### src/logic/cell_group_defines.svh
// register offsets, field positions, reset values and counts of the cell group
`ifndef CELL_GROUP_DEFINES_SVH
`define CELL_GROUP_DEFINES_SVH

// apb byte offsets, one aligned word each
`define OFS_CTRL 8'h00
`define OFS_CELL_SEL 8'h04
`define OFS_CELL_CFG 8'h08
`define OFS_LOAD_DATA 8'h0c
`define OFS_STATUS 8'h10

// group control word fields
`define CTRL_CE0 0
`define CTRL_CE1 1
`define CTRL_SCLR 2
`define CTRL_SLOAD 3
`define CTRL_ACLR 4
`define CTRL_APRE 5
`define CTRL_GINT_LSB 8
`define CTRL_GSRC_LSB 12
`define CTRL_W 16
`define CTRL_RST 16'h0003

// status word fields
`define STAT_KNOWN_LSB 8
`define STAT_GRESET 16
`define STAT_GLINE_LSB 20
`define STAT_USED_LSB 24

// sizing figures of the cell group
`define NUM_CLOCK_ENABLES 2
`define NUM_GLOBAL_LINES 4
`define EXTRA_CELLS_PER_EMU 8'h03

`endif

### src/logic/cell_group_pkg.sv
// types shared by the cell group logic
package cell_group_pkg;

    // operating mode of one logic cell; 2'b11 is not a legal code
    typedef enum logic [1:0] {
        MODE_NORMAL = 2'b00,
        MODE_ARITH = 2'b01,
        MODE_COUNTER = 2'b10
    } cell_mode_t;

    // per-cell configuration word, laid out as the cell config register
    typedef struct packed {
        logic dual_emu;       // [23] simultaneous preset+clear emulation
        logic preset_emu;     // [22] inverted-storage preset emulation
        logic feedback;       // [21] register output feeds lut input one
        logic pack_en;        // [20] register takes input four directly
        logic use_carry;      // [19] carry input feeds the lut
        logic ce_sel;         // [18] which group clock enable is used
        cell_mode_t mode;     // [17:16]
        logic [15:0] lut_mask; // [15:0]
    } cell_cfg_t;

endpackage : cell_group_pkg

### src/logic/cell_group.sv
// one group of logic cells with shared register controls and apb config
//
// Overview of operation
// normal mode lets lut and register work apart
// carry input in normal mode disables packing
// exactly two group clock enables, selectable
// first cell has register feedback multiplexer
// inputs one/two take feedback, except second cell; the code feeds back into input one only
// group sync clear/load act on all registers
// counter mode uses two three-input luts
// load multiplexer and clearing and gate
// sync clear/load override the cascade chain
// sync clear wins over sync load
// arithmetic mode drives registered and combinational outputs
// group lines drive clear; native async clear
// preset by inverting around the async clear
// dual emulation costs three more cells
// dual-emulated registers undefined after reset
// enabled chip reset clears every register
// chip reset overrides every other control
// preset registers read one during chip reset
// chip reset use fixed before build
// four global lines from pins or logic
// disabled clock enable holds the register
//
// Added by the designer: the placing of the registers and the APB register port.
`timescale 1ns/1ps
`include "cell_group_defines.svh"

module cell_group
    import cell_group_pkg::*;
#(
    parameter int CELLS = 8,              // cells per group, at most 8
    parameter bit RESET_PIN_EN = 1'b1     // chip reset pin in use  // R19
) (
    input wire logic ref_clk,
    input wire logic rst,
    input wire logic psel,
    input wire logic penable,
    input wire logic pwrite,
    input wire logic [7:0] paddr,
    input wire logic [31:0] pwdata,
    output logic [31:0] prdata,
    output logic pready,
    output logic pslverr,
    input wire logic global_register_reset_n,
    input wire logic [3:0] global_pin,
    input wire logic [CELLS-1:0][3:0] cell_data,
    input wire logic carry_in,
    input wire logic cascade_in,
    output logic [CELLS-1:0] cell_comb_out,
    output logic [CELLS-1:0] cell_reg_out,
    output logic carry_out,
    output logic cascade_out
);

    localparam int IDX_W = (CELLS > 1) ? $clog2(CELLS) : 1;

    // software-visible state
    logic [`CTRL_W-1:0] ctrl_reg;          // group control word
    logic [IDX_W-1:0] sel_reg;             // cell chosen for config access
    cell_cfg_t cfg_reg [CELLS];            // per-cell configuration
    logic [CELLS-1:0] load_reg;            // sync load data, one bit a cell
    logic [31:0] rd_data_reg;              // read data held for access phase
    logic [31:0] rd_next;

    // pin synchronisers; the first stage feeds only the second
    logic rstpin_meta_reg;
    logic rstpin_sync_reg;
    logic [3:0] gpin_meta_reg;
    logic [3:0] gpin_sync_reg;
    logic greset_reg;                      // chip reset active, registered

    // cell storage: preset cells hold the inverted value
    logic [CELLS-1:0] store_reg;
    logic [CELLS-1:0] known_reg;           // value defined since reset

    // combinational cell network
    logic [3:0] gline;                     // the four global lines
    logic g_aclr;
    logic g_apre;
    logic g_sclr;
    logic g_sload;
    logic [CELLS-1:0] d_vec;               // value offered to each register
    logic [CELLS-1:0] nxt_vec;             // after sync clear/load
    logic [CELLS-1:0] pe_vec;
    logic [CELLS-1:0] dual_vec;
    logic [CELLS-1:0] en_vec;
    logic [CELLS-1:0] aclr_vec;
    logic [CELLS-1:0] live_vec;
    logic [CELLS-1:0] upd_vec;
    logic [7:0] used_cells;
    logic wr_en;
    logic mapped;
    logic sel_ok;

    // lookup of a four-input table
    function automatic logic lut4(input logic [15:0] mask,
                                  input logic [3:0] idx);
        return mask[idx];
    endfunction : lut4

    // lookup of a three-input table
    function automatic logic lut3(input logic [7:0] mask,
                                  input logic [2:0] idx);
        return mask[idx];
    endfunction : lut3

    // ---------------- apb slave ----------------

    assign pready = 1'b1;                  // zero wait states
    assign prdata = rd_data_reg;
    assign wr_en = psel & penable & pwrite;
    assign sel_ok = int'(sel_reg) < CELLS;

    // address decode; status is read-only but still mapped
    always_comb begin
        unique case (paddr)
            `OFS_CTRL, `OFS_CELL_SEL, `OFS_CELL_CFG,
            `OFS_LOAD_DATA, `OFS_STATUS: mapped = 1'b1;
            default: mapped = 1'b0;
        endcase
    end

    assign pslverr = psel & penable & ~mapped;

    // read multiplexer, sampled in the setup cycle
    always_comb begin
        rd_next = 32'h0000_0000;
        unique case (paddr)
            `OFS_CTRL: rd_next = 32'(ctrl_reg);
            `OFS_CELL_SEL: rd_next = 32'(sel_reg);
            `OFS_CELL_CFG: begin
                if (sel_ok) begin
                    rd_next = 32'(cfg_reg[sel_reg]);
                end
            end
            `OFS_LOAD_DATA: rd_next = 32'(load_reg);
            `OFS_STATUS: begin
                rd_next = {used_cells, gline, 3'h0, greset_reg,
                           8'(known_reg), 8'(cell_reg_out)};
            end
            default: rd_next = 32'h0000_0000;
        endcase
    end

    // read data register: status is a snapshot from the setup cycle
    always_ff @(posedge ref_clk) begin
        if (rst) begin
            rd_data_reg <= 32'h0000_0000;
        end else if (psel && !penable) begin
            rd_data_reg <= rd_next;
        end
    end

    // writable registers; a write to an absent cell index is dropped
    always_ff @(posedge ref_clk) begin
        if (rst) begin
            ctrl_reg <= `CTRL_RST;
            sel_reg <= '0;
            load_reg <= '0;
            for (int i = 0; i < CELLS; i++) begin
                cfg_reg[i] <= '0;
            end
        end else if (wr_en) begin
            unique case (paddr)
                `OFS_CTRL: ctrl_reg <= pwdata[`CTRL_W-1:0];
                `OFS_CELL_SEL: sel_reg <= pwdata[IDX_W-1:0];
                `OFS_CELL_CFG: begin
                    if (sel_ok) begin
                        cfg_reg[sel_reg] <= pwdata[23:0];
                    end
                end
                `OFS_LOAD_DATA: load_reg <= pwdata[CELLS-1:0];
                default: ;
            endcase
        end
    end

    // ---------------- global lines and chip reset ----------------

    // pins cross into ref_clk through two flops
    always_ff @(posedge ref_clk) begin
        if (rst) begin
            rstpin_meta_reg <= 1'b1;
            rstpin_sync_reg <= 1'b1;
            gpin_meta_reg <= 4'h0;
            gpin_sync_reg <= 4'h0;
        end else begin
            rstpin_meta_reg <= global_register_reset_n;
            rstpin_sync_reg <= rstpin_meta_reg;
            gpin_meta_reg <= global_pin;
            gpin_sync_reg <= gpin_meta_reg;
        end
    end

    // chip reset is honoured only if built in; not switchable by software
    always_ff @(posedge ref_clk) begin
        if (rst) begin
            greset_reg <= 1'b0;
        end else begin
            greset_reg <= RESET_PIN_EN & ~rstpin_sync_reg;
        end
    end

    // each global line comes from its pin or from internal logic
    assign gline = (ctrl_reg[`CTRL_GSRC_LSB +: 4] &
                    ctrl_reg[`CTRL_GINT_LSB +: 4]) |
                   (~ctrl_reg[`CTRL_GSRC_LSB +: 4] & gpin_sync_reg);

    // group-wide controls: register bit or a global line
    assign g_aclr = ctrl_reg[`CTRL_ACLR] | gline[0];
    assign g_apre = ctrl_reg[`CTRL_APRE] | gline[1];
    assign g_sclr = ctrl_reg[`CTRL_SCLR] | gline[2];
    assign g_sload = ctrl_reg[`CTRL_SLOAD] | gline[3];

    // ---------------- cell network ----------------

    // luts, carry and cascade chains, walked from cell 0 upward
    always_comb begin
        logic cin;
        logic casc;
        logic cout;
        logic comb;
        logic [3:0] li;
        cin = carry_in;
        casc = cascade_in;
        cout = 1'b0;
        comb = 1'b0;
        li = 4'h0;
        for (int i = 0; i < CELLS; i++) begin
            li = cell_data[i];
            // feedback into input one; the second cell lacks it
            if (cfg_reg[i].feedback && i != 1) begin
                li[0] = cell_reg_out[i];
            end
            unique case (cfg_reg[i].mode)
                MODE_NORMAL: begin
                    if (cfg_reg[i].use_carry) begin
                        li[2] = cin;
                    end
                    comb = lut4(cfg_reg[i].lut_mask, li);
                    cout = 1'b0;
                end
                MODE_ARITH, MODE_COUNTER: begin
                    // one table for the data, one for the fast carry
                    comb = lut3(cfg_reg[i].lut_mask[7:0],
                                {cin, li[1], li[0]});
                    cout = lut3(cfg_reg[i].lut_mask[15:8],
                                {cin, li[1], li[0]});
                end
                default: begin
                    comb = 1'b0;
                    cout = 1'b0;
                end
            endcase
            comb = comb & casc;
            cell_comb_out[i] = comb;
            // packing: register takes input four, lut stays free
            if (cfg_reg[i].mode == MODE_NORMAL && cfg_reg[i].pack_en &&
                !cfg_reg[i].use_carry) begin
                d_vec[i] = cell_data[i][3];
            end else begin
                d_vec[i] = comb;
            end
            casc = comb;
            cin = cout;
        end
        carry_out = cin;
        cascade_out = casc;
    end

    // per-cell control decode; clear and load sit after the cascade
    always_comb begin
        for (int i = 0; i < CELLS; i++) begin
            pe_vec[i] = cfg_reg[i].preset_emu;
            dual_vec[i] = cfg_reg[i].dual_emu;
            en_vec[i] = cfg_reg[i].ce_sel ? ctrl_reg[`CTRL_CE1] :
                                            ctrl_reg[`CTRL_CE0];
            // preset cells see the preset line on their native clear
            aclr_vec[i] = cfg_reg[i].preset_emu ? g_apre : g_aclr;
            if (g_sclr) begin
                nxt_vec[i] = 1'b0;
            end else if (g_sload) begin
                nxt_vec[i] = load_reg[i];
            end else begin
                nxt_vec[i] = d_vec[i];
            end
        end
    end

    assign live_vec = en_vec & ~aclr_vec;
    assign upd_vec = en_vec | aclr_vec | {CELLS{greset_reg}};

    // cell registers: chip reset, then async clear, then clock enable
    always_ff @(posedge ref_clk) begin
        if (rst) begin
            store_reg <= '0;
            known_reg <= '0;
        end else begin
            for (int i = 0; i < CELLS; i++) begin
                if (greset_reg) begin
                    store_reg[i] <= 1'b0;
                    known_reg[i] <= ~dual_vec[i];
                end else if (aclr_vec[i]) begin
                    store_reg[i] <= 1'b0;
                    known_reg[i] <= 1'b1;
                end else if (en_vec[i]) begin
                    // group sync controls reach every enabled cell
                    store_reg[i] <= nxt_vec[i] ^ pe_vec[i];
                    known_reg[i] <= 1'b1;
                end
                // otherwise the register holds its value  // R21
            end
        end
    end

    // output inverter undoes the storage inversion of preset cells
    assign cell_reg_out = store_reg ^ pe_vec;

    // cells consumed: each dual emulation needs three helpers
    always_comb begin
        used_cells = 8'(CELLS);
        for (int i = 0; i < CELLS; i++) begin
            if (dual_vec[i]) begin
                used_cells = used_cells + `EXTRA_CELLS_PER_EMU;
            end
        end
    end
endmodule : cell_group

### config.mk
export PLATFORM = sky130hd
export DESIGN_NAME = cell_group
export DESIGN_NICKNAME = d
export VERILOG_FILES = /design/src/logic/cell_group_pkg.sv /design/src/logic/cell_group.sv
export VERILOG_INCLUDE_DIRS = /design/src /design/src/logic
export SDC_FILE = /design/constraint.sdc
export NUM_CORES = 1
export LEC_CHECK = 0
export ABC_AREA = 1
export ABC_CLOCK_PERIOD_IN_PS = 10900
export BUFFER_PORTS_ARGS = -buffer_cell sky130_fd_sc_hd__buf_2
export CORE_UTILIZATION = 50
export CTS_CLUSTER_DIAMETER = 30
export DETAILED_ROUTE_END_ITERATION = 6
export PLACE_DENSITY = 0.7
export SETUP_SLACK_MARGIN = 0.5
export SLEW_MARGIN = 20
export SYNTH_ARGS = -nofsm -noshare
export SYNTH_HDL_FRONTEND = slang
export SYNTH_SLANG_ARGS = --single-unit
export TNS_END_PERCENT = 5
### constraint.sdc
create_clock -name ref_clk -period 10.9 [get_ports ref_clk]
set_input_delay 1.09 -clock ref_clk [delete_from_list [all_inputs] [get_ports ref_clk]]
set_output_delay 1.09 -clock ref_clk [all_outputs]
set_load 0.01 [all_outputs]
==> results of run 1 <==
[cells in the final DEF, fill, tap and decap left out, types with 4 or more instances in the layout]
cell type | netlist | final
ha_1 | 24 | 24
nand4_1 | 4 | 4
buf_4 | 2 | 17
nand2_2 | 15 | 19
or2_2 | 12 | 12
a32oi_1 | 10 | 10
nor2_1 | 330 | 328
o211ai_1 | 35 | 35
o221ai_1 | 18 | 18
nor3_1 | 20 | 19
a21oi_1 | 114 | 114
clkbuf_1 | 75 | 7
nand3_1 | 91 | 91
clkinv_1 | 19 | 21
a41oi_1 | 4 | 4
o21ai_2 | 5 | 5
nand3b_1 | 7 | 7
o22a_1 | 4 | 4
o22ai_1 | 7 | 7
a221oi_1 | 21 | 21
xor2_1 | 10 | 10
o31ai_1 | 5 | 5
buf_2 | 2 | 126
o21ai_1 | 7 | 7
edfxtp_1 | 192 | 192
nand2_1 | 272 | 268
o21ai_0 | 188 | 188
xnor2_1 | 5 | 5
clkinvlp_4 | 0 | 7
nor2_2 | 5 | 7
inv_1 | 210 | 210
clkinv_2 | 0 | 13
a31oi_1 | 16 | 16
dfxtp_1 | 89 | 87
clkbuf_16 | 0 | 65
clkinv_4 | 0 | 5
nand3_2 | 9 | 9
[how the worst max path moves through the flow]
stage | to | slack, ns
floorplan | cell_comb_out[7] | 6.42
global placement | cascade_out | 5.60
detailed placement | cell_comb_out[7] | 5.51
CTS | cell_comb_out[7] | 5.48
global route | cascade_out | 5.19
finish | cell_comb_out[7] | 5.48
[routing by layer]
metal  track usage  share of wire
met2         0.511           0.43
met3        0.0730           0.12
met5             0              0
met1         0.455           0.40
met4         0.167          0.050
[report_power, final]
group	total, mW	internal [mW]	leakage (nW)	switching [mW]
sequential	1.20	1.17	2.72	0.0241
clock	1.79	1.17	0.987	0.615
combinational	0.257	0.0775	4.09	0.180
[stage by stage]
step,util,instances,worst slack [ns],hold slack [ns]
3_3_place_gp,0.542,2315,5.60,0.367
2_1_floorplan,-,1864,6.42,0.363
5_1_grt,0.611,2427,5.19,0.396
4_1_cts,0.611,2427,5.48,0.373
6_report,0.611,2427,5.48,0.371
3_5_place_dp,0.542,2315,5.51,0.366
[area by class of cell]
type / instances / area (um2) / area share
clock buffers: 75 / 1690 / 0.0931
clock inverters: 37 / 339 / 0.0186
inverters: 232 / 873 / 0.0480
multi-input cells: 1269 / 6500 / 0.357
flip-flops and latches: 281 / 7550 / 0.415
well taps: 390 / 488 / 0.0268
repair buffers: 143 / 758 / 0.0417
[Yosys cell counts (4+ instances only)]
master,n,area [um2]
nor2_1,330,1240
nand2_1,272,1020
inv_1,210,788
edfxtp_1,192,5770
o21ai_0,188,941
a21oi_1,114,571
nand3_1,91,455
dfxtp_1,89,1780
clkbuf_1,75,282
o211ai_1,35,263
ha_1,24,300
a221oi_1,21,184
nor3_1,20,100
clkinv_1,19,71.3
o221ai_1,18,158
a31oi_1,16,100
nand2_2,15,93.8
or2_2,12,75.1
a32oi_1,10,87.6
xor2_1,10,87.6
nand3_2,9,90.1
nand3b_1,7,52.6
o21ai_1,7,35.0
o22ai_1,7,43.8
nor2_2,5,31.3
o21ai_2,5,43.8
o31ai_1,5,37.5
xnor2_1,5,43.8
a41oi_1,4,35.0
nand4_1,4,25.0
o22a_1,4,35.0
[kinds of logic after synthesis]
family | Yosys count | share of synthesized area
adder cells (fa/ha/maj) | 25 | 0.0211
flip-flops | 281 | 0.496
multiplexers | 5 | 0.00354
XOR/XNOR | 16 | 0.00970
other | 1 | 0.000246
buffers and inverters | 314 | 0.0783
AND/OR/NAND/NOR | 775 | 0.217
AO/OA/AOI/OAI | 447 | 0.174
==> metrics.cfg, run 1 <==
[run_status]
status = complete, but fails checks
failed_checks = DRC

[die]
row_count = 63
dieHeight_um = 176
pin_count = 136
die_w_um = 176
core-area_mm2 = 0.0298
dieArea_mm2 = 0.0311
initial_core_util = 0.511

[global_routing]
grt_max_degree = 61
grt_pass1_wl_um = 77700
gr-total-overflow = 0
antenna_found_initial = 0
grt_pass1_vias = 13400
grtUsageTotal = 0.337

[logic_synthesis]
ys_types = 56
syn-mean-instance-area_um2 = 8.16
synth_edf_count = 192
netlist_area_mm2 = 0.0152
async_flop_share = 0
ys_warn_count = 0
syn_nets = 1973
synth_flop_cell = edfxtp_1
synth_seq_cells = 281
synthCells = 1864
yosysSeqAreaShare = 0.496

[final_layout]
area_delta_synth_final_pct = 19.7
drive_gt1_frac = 0.155
diodes = 0
fill_cells = 2615
largest_register_ffs = 192
fin_area_mm2 = 0.0182
fin_nets = 2096

[clocking]
cts_tree = built
path_clk_slew_ns = 0.05
cts_hold_buf = 0
cts_htree_levels = 2
post_cts_resized = 0
clock-sinks = 281
cts_buffers = 60
root_buffer = clkbuf_16
cts_setup_buffers = 0
clock_latency_ns = 0.59
clk_path_buf_depth = 3

[power]
power_leakage_nw = 7.79
cellPowerDensity_mw_per_mm2 = 178
power_mw = 3.24
ir_worst_vdd_mv = 0.120

[sta]
min_period_ns = 5.42
slew_headroom = 0.245
drv_slew = 0
finalHoldViolCount = 0
tns_ns = 0
worst_pin_slew_ns = 1.13
clock_skew_ns = 0.0188
setup_viol = 0
fmax_ghz = 0.185
rsz0062_at_grt = no
post-route-period-util = 0.497

[placement]
gp_congestion = 0.965
dpl-instance-area_mm2 = 0.0162
hpwl_um = 37000
port_buffers = 126

[hold_path]
whs_path_depth = 1
hp-class = reg -> reg
hold_path_end = greset_reg$_SDFF_PP0_
hp-start = rstpin_sync_reg$_SDFF_PP1_

[critical_path]
reg2reg_depth = 31
critPathLaunchType = register
setup.worst_path.class = reg -> out
required_ns = 9.81
regToRegStartpoint = cfg_reg[3][22]$_SDFFCE_PN0P_
crit-reg2reg-capture = store_reg[7]$_SDFFE_PP0P_
crit_chain = xor2_1 > o21ai_1 > inv_1 > nor2_1 > inv_1 > a32oi_1 > inv_1 > nand2_1 > nand3_2 > nand2_1 > nand3_1 > nand2_1 > nand2_2 > nand3_1 > nand3_2 > nand2_1 > nand3_1 > nand3_1 > nand2_1 > nand2_1 > nand2_1 > nand2_1 > inv_1 > buf_2
reg2reg_setup_slack_ns = 6.72
worst-path-buf-inv = 5
crit_path_frequent_cell = nand2_1
cp-startpoint = cfg_reg[3][22]$_SDFFCE_PN0P_
crit_path_max_incr_delay_ns = 0.74
arrival_ns = 4.33
cp.depth = 24
cpMaxStageDelayCell = o21ai_1
cp-end-kind = output pin
cp_top_family = simple AND/OR/NAND/NOR gates
critPathMaxFanout = 13

[detailed_routing]
wirelength_um = 52300
dr_total_vias = 14500
viasPerCell = 5.96
ant_nets = 0
drc = 2
wl_per_cell_um = 21.5
first_pass_iters = 7
drt_iter0_markers = 2076

[flow_run]
cap_violations = 0

Note: power is estimated with default switching activity, not from simulation.
==> inputs of run 2 (changes only) <==
--- a/config.mk
+++ b/config.mk
@@ -7,12 +7,12 @@
 export NUM_CORES = 1
 export LEC_CHECK = 0
 export ABC_AREA = 1
-export ABC_CLOCK_PERIOD_IN_PS = 10900
+export ABC_CLOCK_PERIOD_IN_PS = 4550
 export BUFFER_PORTS_ARGS = -buffer_cell sky130_fd_sc_hd__buf_2
 export CORE_UTILIZATION = 50
 export CTS_CLUSTER_DIAMETER = 30
 export DETAILED_ROUTE_END_ITERATION = 6
-export PLACE_DENSITY = 0.7
+export PLACE_DENSITY = 0.73
 export SETUP_SLACK_MARGIN = 0.5
 export SLEW_MARGIN = 20
 export SYNTH_ARGS = -nofsm -noshare
==> constraint.sdc (replaced) <==
create_clock -name ref_clk -period 4.55 [get_ports ref_clk]
set_input_delay 0.455 -clock ref_clk [delete_from_list [all_inputs] [get_ports ref_clk]]
set_output_delay 0.455 -clock ref_clk [all_outputs]
set_load 0.01 [all_outputs]
==> run 2 against run 1 <==
Compared with the run above: register-to-register slack worse by 6.1 ns; clock skew is 0.0020 ns lower; highest routed layer unchanged; core utilization is 1.4 points higher; critical endpoint unchanged; largest power group unchanged; sequential share of layout area is 0.91 points lower; final cell count is 1.6% higher; the flow now finishes without violations.
==> metrics.cfg, run 2 (same netlist as run 1, synthesis figures left out) <==
[global_routing]
grt_max_degree = 66  ; +8.2%
grtUsageTotal = 0.337  ; about the same
grt_pass1_vias = 13400  ; +0.28%
gr-total-overflow = 0  ; unchanged
antenna_found_initial = 0  ; unchanged
grt_pass1_wl_um = 78600  ; +1.2%

[detailed_routing]
wl_per_cell_um = 21.4  ; -0.45%
wirelength_um = 52900  ; +1.1%
viasPerCell = 5.96  ; +0.12%
drc = 0  ; -2
dr_total_vias = 14700  ; +1.7%
ant_nets = 0  ; unchanged
drt_iter0_markers = 2210  ; +6.5%
first_pass_iters = 7  ; unchanged

[final_layout]
post-route-util = 0.625  ; +0.0137
drive_gt1_frac = 0.178  ; +0.0232
multi_input_area_mm2 = 0.00672  ; +3.3%
fin_nets = 2135  ; +1.9%
fill_cells = 2573  ; -1.6%
fin_area_mm2 = 0.0186  ; +2.2%
layout_common_cells = 330 x nor2_1, 265 x nand2_1, 208 x inv_1
area_delta_synth_final_pct = 22.3
diodes = 0  ; unchanged
register_area_mm2 = 0.00755  ; unchanged
largest_register_ffs = 192  ; unchanged
layout_commonest_cell = nor2_1

[critical_path]
cp-startpoint = cfg_reg[0][21]$_SDFFCE_PN0P_
crit_path_frequent_cell = nand3_4
setup.worst_path.class = reg -> out
critPathLaunchType = register
arrival_ns = 3.96  ; -0.37 ns
cp-end-kind = output pin
critPathMaxFanout = 8  ; -5
crit_path_max_incr_delay_ns = 0.58  ; -0.16 ns
regToRegStartpoint = cfg_reg[2][23]$_SDFFCE_PN0P_
cpMaxStageDelayCell = edfxtp_1
required_ns = 4.09  ; -5.72 ns

[clocking]
cts_buffers = 59  ; -1.7%
cts_htree_levels = 2  ; unchanged
cts_hold_buf = 0  ; unchanged
root_buffer = clkbuf_16
clock_latency_ns = 0.57  ; -0.02 ns
path_clk_slew_ns = 0.05  ; about the same
cts_tree = built
clk_path_buf_depth = 3  ; unchanged
clock-sinks = 281  ; unchanged

[die]
initial_core_util = 0.511  ; unchanged
die_w_um = 176  ; unchanged
pin_count = 136  ; unchanged
dieHeight_um = 176  ; unchanged
row_count = 63  ; unchanged
dieArea_mm2 = 0.0311  ; unchanged
core-area_mm2 = 0.0298  ; unchanged

[hold_path]
hp-class = in -> reg
hp-start = global_register_reset_n

[sta]
setup_viol = 0  ; unchanged
worst_pin_slew_ns = 1.06  ; -0.0661 ns
min_period_ns = 4.41
tns_ns = 0  ; unchanged
rsz0062_at_grt = yes
hold-worst-slack_ns = 0.0779  ; -0.293 ns
slew_headroom = 0.288  ; +0.0432
finalHoldViolCount = 0  ; unchanged
fmax_ghz = 0.227
drv_slew = 0  ; unchanged
post-route-period-util = 0.970
clock_skew_ns = 0.0168  ; -0.00199 ns

[placement]
gp_congestion = 0.963  ; -0.20%
dpl-instance-area_mm2 = 0.0163  ; +0.73%
hpwl_um = 37100  ; +0.36%
port_buffers = 126  ; unchanged

[power]
ir_worst_vdd_mv = 0.405  ; +240%
power_leakage_nw = 7.94  ; +2.0%
power_mw = 7.62  ; +140%
cellPowerDensity_mw_per_mm2 = 410  ; +130%

[run_status]
status = completed

[flow_run]
cap_violations = 0  ; unchanged

[run 2: cell types whose count changed in the layout (fill, tap and decap cells not counted), moves of 5 or more]
cell      change
buf_4        +40
clkinv_2      -7
nand3_4       +6
nand2_4       +5
nand3_1       -5
[run 2: repair_timing]
action / 4_1_cts / 5_1_grt
gates resized for setup: 9 / 39
endpoints found under the setup margin: 5 / 10
pin swaps: 4 / 37
hold endpoints to repair: 0 / 0
buffers inserted: 6 / 18
[run 2: routing by layer]
layer,global-route usage,share of wire,vias up
li1,-,-,6684
met2,0.512,0.44,969
met5,0,0,-
met4,0.139,0.041,0
met1,0.475,0.40,6916
met3,0.0594,0.12,134
[run 2: through the flow]
stage	std cells	setup slack (ns)
after floorplan	1864	0.907
after global placement	2331	0.634
after detailed placement	2331	0.494
after CTS	2447	0.343
after global routing	2465	-0.102
final	2465	0.138
[run 2: path summary, 6_finish.rpt]
kind              slack [ns]                          to  depth (start not counted)
setup / recovery        0.14            cell_comb_out[7]                         28
hold / removal          0.08  rstpin_meta_reg$_SDFF_PP1_                          2
setup reg to reg        0.66     prdata[28]$_SDFFE_PP0P_                         16
hold reg to reg         0.40       greset_reg$_SDFF_PP0_                          1
[run 2: layout make-up]
class | instances | share of cell area
Timing Repair Buffer | 183 | 0.0569
Clock inverter | 35 | 0.0165
Multi-Input combinational cell | 1269 | 0.361
Inverter | 232 | 0.0469
Clock buffer | 75 | 0.0870
Tap cell | 390 | 0.0262
Sequential cell | 281 | 0.406
[run 2: where the power goes]
group	switching (mW)	internal (mW)	total (mW)	leakage (nW)
clock	1.41	2.68	4.08	0.915
combinational	0.458	0.216	0.674	4.31
sequential	0.0567	2.81	2.87	2.72
total	1.92	5.70	7.62	7.94
[run 2: worst max-delay path, delay by kind of cell (launching register included)]
family / cells / cell delay (ns)
AO/OA/AOI/OAI: 1 / 0.14
buffers and inverters: 4 / 0.45
flip-flops: 1 / 0.58
AND/OR/NAND/NOR: 23 / 2.22
==> inputs of run 3 (changes only) <==
--- a/config.mk
+++ b/config.mk
@@ -7,12 +7,12 @@
 export NUM_CORES = 1
 export LEC_CHECK = 0
 export ABC_AREA = 1
-export ABC_CLOCK_PERIOD_IN_PS = 4550
+export ABC_CLOCK_PERIOD_IN_PS = 4200
 export BUFFER_PORTS_ARGS = -buffer_cell sky130_fd_sc_hd__buf_2
-export CORE_UTILIZATION = 50
+export CORE_UTILIZATION = 40
 export CTS_CLUSTER_DIAMETER = 30
 export DETAILED_ROUTE_END_ITERATION = 6
-export PLACE_DENSITY = 0.73
+export PLACE_DENSITY = 0.58
 export SETUP_SLACK_MARGIN = 0.5
 export SLEW_MARGIN = 20
 export SYNTH_ARGS = -nofsm -noshare
==> constraint.sdc (replaced) <==
create_clock -name ref_clk -period 4.2 [get_ports ref_clk]
set_input_delay 0.42 -clock ref_clk [delete_from_list [all_inputs] [get_ports ref_clk]]
set_output_delay 0.42 -clock ref_clk [all_outputs]
set_load 0.01 [all_outputs]
==> run 3 against run 2 <==
Compared with the run above: the flow now finishes with violations (setup timing); clock power up 44%; first-iteration DRC count down 21%; clock skew rose by 0.0070 ns; sequential cell count stayed put; non-clock buffer count decreased by 4; worst hold slack lost 0.043 ns; sequential share of layout area decreased by 1.5 points; via count down 2.1%; sequential power increased by 8.4%; count of clock-buffer cells in the layout rose by 13; critical path depth is 3 lower.
==> metrics.cfg, run 3 (same netlist as run 1, synthesis figures left out) <==
[final_layout]
register_area_mm2 = 0.00755  ; unchanged
fill_cells = 3534  ; +37%
layout_commonest_cell = nor2_1
layout_common_cells = 326 x nor2_1, 268 x nand2_1, 209 x inv_1
largest_register_ffs = 192  ; unchanged
diodes = 0  ; unchanged
fin_nets = 2143  ; +0.37%
drive_gt1_frac = 0.179  ; +0.000549
area_delta_synth_final_pct = 27.0
multi_input_area_mm2 = 0.00664  ; -1.2%

[sta]
worst_slack_ns = -0.0303  ; -0.168 ns
fmax_ghz = 0.236
slew_headroom = 0.384  ; +0.0957
post-route-period-util = 1.01
setup_viol = 2  ; +2
clock_skew_ns = 0.0239  ; +0.00704 ns
hold-worst-slack_ns = 0.0348  ; -0.0431 ns
finalHoldViolCount = 0  ; unchanged
rsz0062_at_grt = yes
worst_pin_slew_ns = 0.921  ; -0.143 ns
drv_slew = 0  ; unchanged
min_period_ns = 4.23

[power]
p_comb_frac = 0.075  ; -0.013
ir_worst_vdd_mv = 0.443  ; +9.3%
p_int_mw = 7.48  ; +31%
power_switching_mw = 2.22  ; +15%
clkPwrFrac = 0.604  ; +0.068
power_leakage_nw = 8.25  ; +3.9%
switching_share = 0.229  ; -0.0234
cellPowerDensity_mw_per_mm2 = 502  ; +22%
sequentialPowerShare = 0.321  ; -0.055

[flow_run]
cap_violations = 0  ; unchanged

[critical_path]
cp-end-kind = output pin
critPathMaxFanout = 8  ; unchanged
reg2reg_depth = 31  ; +15
cp-startpoint = cfg_reg[0][21]$_SDFFCE_PN0P_
critPathLaunchType = register
required_ns = 3.78  ; -0.31 ns
setup.worst_path.end = cascade_out
crit-reg2reg-capture = store_reg[7]$_SDFFE_PP0P_
setup.worst_path.class = reg -> out
regToRegStartpoint = cfg_reg[0][21]$_SDFFCE_PN0P_
reg2reg_setup_slack_ns = 0.53  ; -0.13 ns
arrival_ns = 3.81  ; -0.15 ns

[placement]
gp_congestion = 0.925  ; -4.0%
port_buffers = 126  ; unchanged
place_ws_ns = 0.315  ; -0.179 ns
hpwl_um = 39900  ; +7.4%

[global_routing]
antenna_found_initial = 0  ; unchanged
grt_pass1_wl_um = 82500  ; +5.0%
gr-total-overflow = 0  ; unchanged
grt_max_degree = 60  ; -9.1%
grtUsageTotal = 0.290  ; -0.0468
grt_pass1_vias = 13400  ; -0.0074%

[run_status]
status = complete, but fails checks
failed_checks = setup timing

[clocking]
clock-sinks = 281  ; unchanged
cts_htree_levels = 3  ; +1
root_buffer = clkbuf_16
clock_latency_ns = 0.58  ; about the same
cts_buffers = 71  ; +20%
clk_path_buf_depth = 3  ; unchanged
path_clk_slew_ns = 0.04  ; about the same
cts_hold_buf = 0  ; unchanged
cts_tree = built

[die]
die_w_um = 197  ; +12%
dieArea_mm2 = 0.0388  ; +25%
pin_count = 136  ; unchanged
initial_core_util = 0.405  ; -0.106
dieHeight_um = 197  ; +12%
row_count = 71  ; +13%
core-area_mm2 = 0.0376  ; +26%

[detailed_routing]
viasPerCell = 5.53  ; -7.2%
wl_per_cell_um = 21.5  ; +0.22%
first_pass_iters = 6  ; -1
drc = 0  ; unchanged
ant_nets = 0  ; unchanged
dr_total_vias = 14400  ; -2.1%
drt_iter0_markers = 1754  ; -21%
wirelength_um = 55900  ; +5.8%

[hold_path]
hp-class = in -> reg

-- run 3: changes by cell type in the layout (fill, tap and decap cells not counted), moves of 6 or more --
cell / delta
clkinvlp_4: -7
bufinv_16: +12
clkbuf_16: +14
nand3_4: -6
buf_4: -7
clkinv_1: +9
-- run 3: worst min path at each step --
stage | startpoint | endpoint | cells after the start
finish | global_register_reset_n | rstpin_meta_reg$_SDFF_PP1_ | 2
global route | global_register_reset_n | rstpin_meta_reg$_SDFF_PP1_ | 2
CTS | global_register_reset_n | rstpin_meta_reg$_SDFF_PP1_ | 2
detailed placement | rstpin_sync_reg$_SDFF_PP1_ | greset_reg$_SDFF_PP0_ | 1
global placement | rstpin_sync_reg$_SDFF_PP1_ | greset_reg$_SDFF_PP0_ | 1
floorplan | rstpin_sync_reg$_SDFF_PP1_ | greset_reg$_SDFF_PP0_ | 1
-- run 3: metal layers --
layer  part of all wire  GRT usage  vias up
met3              0.099     0.0637      105
met1               0.43      0.399     6813
met4              0.037      0.126        0
li1                   -          -     6706
met5                  0          0        -
met2               0.44      0.438      772
-- run 3: stage by stage --
stage / area, um2 / TNS [ns] / std cells / power [mW] / utilization
after floorplan: 15200 / 0 / 1864 / 3.54 / -
after global placement: 16600 / 0 / 2465 / 3.82 / 0.440
after detailed placement: 16600 / 0 / 2465 / 3.83 / 0.440
after CTS: 19200 / -0.0209 / 2599 / 9.70 / 0.511
after global routing: 19300 / -0.839 / 2602 / 9.95 / 0.514
final: 19300 / -0.0576 / 2602 / 9.70 / 0.514
-- run 3: critical path, cell delays in order, from the launching register on --
cell	delay, ns
edfxtp_1	0.54
nand3_4	0.21
nand2_8	0.16
nand2_2	0.06
nand3_2	0.08
nand3_2	0.11
nand4_1	0.18
nand4_2	0.24
nand3_4	0.17
nand2_1	0.07
nand2_2	0.11
nand3_1	0.10
nand2_2	0.12
nand3_2	0.08
nand2_2	0.09
nor2_1	0.05
o21ai_1	0.15
nand2_1	0.06
nand2_1	0.07
nand2_2	0.07
nor2_2	0.09
nand2_2	0.08
nor2_2	0.08
nand2_1	0.07
inv_1	0.06
buf_2	0.12
-- run 3: layout make-up --
| cell class | instances | share of cell area |
|---|---|---|
| clock buffers | 88 | 0.102 |
| clock inverters | 42 | 0.0309 |
| inverters | 232 | 0.0452 |
| multi-input cells | 1269 | 0.343 |
| flip-flops and latches | 281 | 0.391 |
| well taps | 511 | 0.0331 |
| repair buffers | 179 | 0.0552 |
-- run 3: timing repair --
action	4_1_cts	5_1_grt
setup endpoints to repair	14	16
gates cloned	0	0
pin swaps	17	18
gates resized for setup	16	21
endpoints found under the hold margin	0	0
buffers inserted	4	3
-- run 3: power groups by stage --
stage / clock, mW / sequential, mW / combinational, mW
global placement: 0 / 3.15 / 0.670
global route: 6.03 / 3.12 / 0.800
finish: 5.86 / 3.11 / 0.729
detailed placement: 0 / 3.15 / 0.680
CTS: 5.89 / 3.11 / 0.700
floorplan: 0 / 3.13 / 0.412
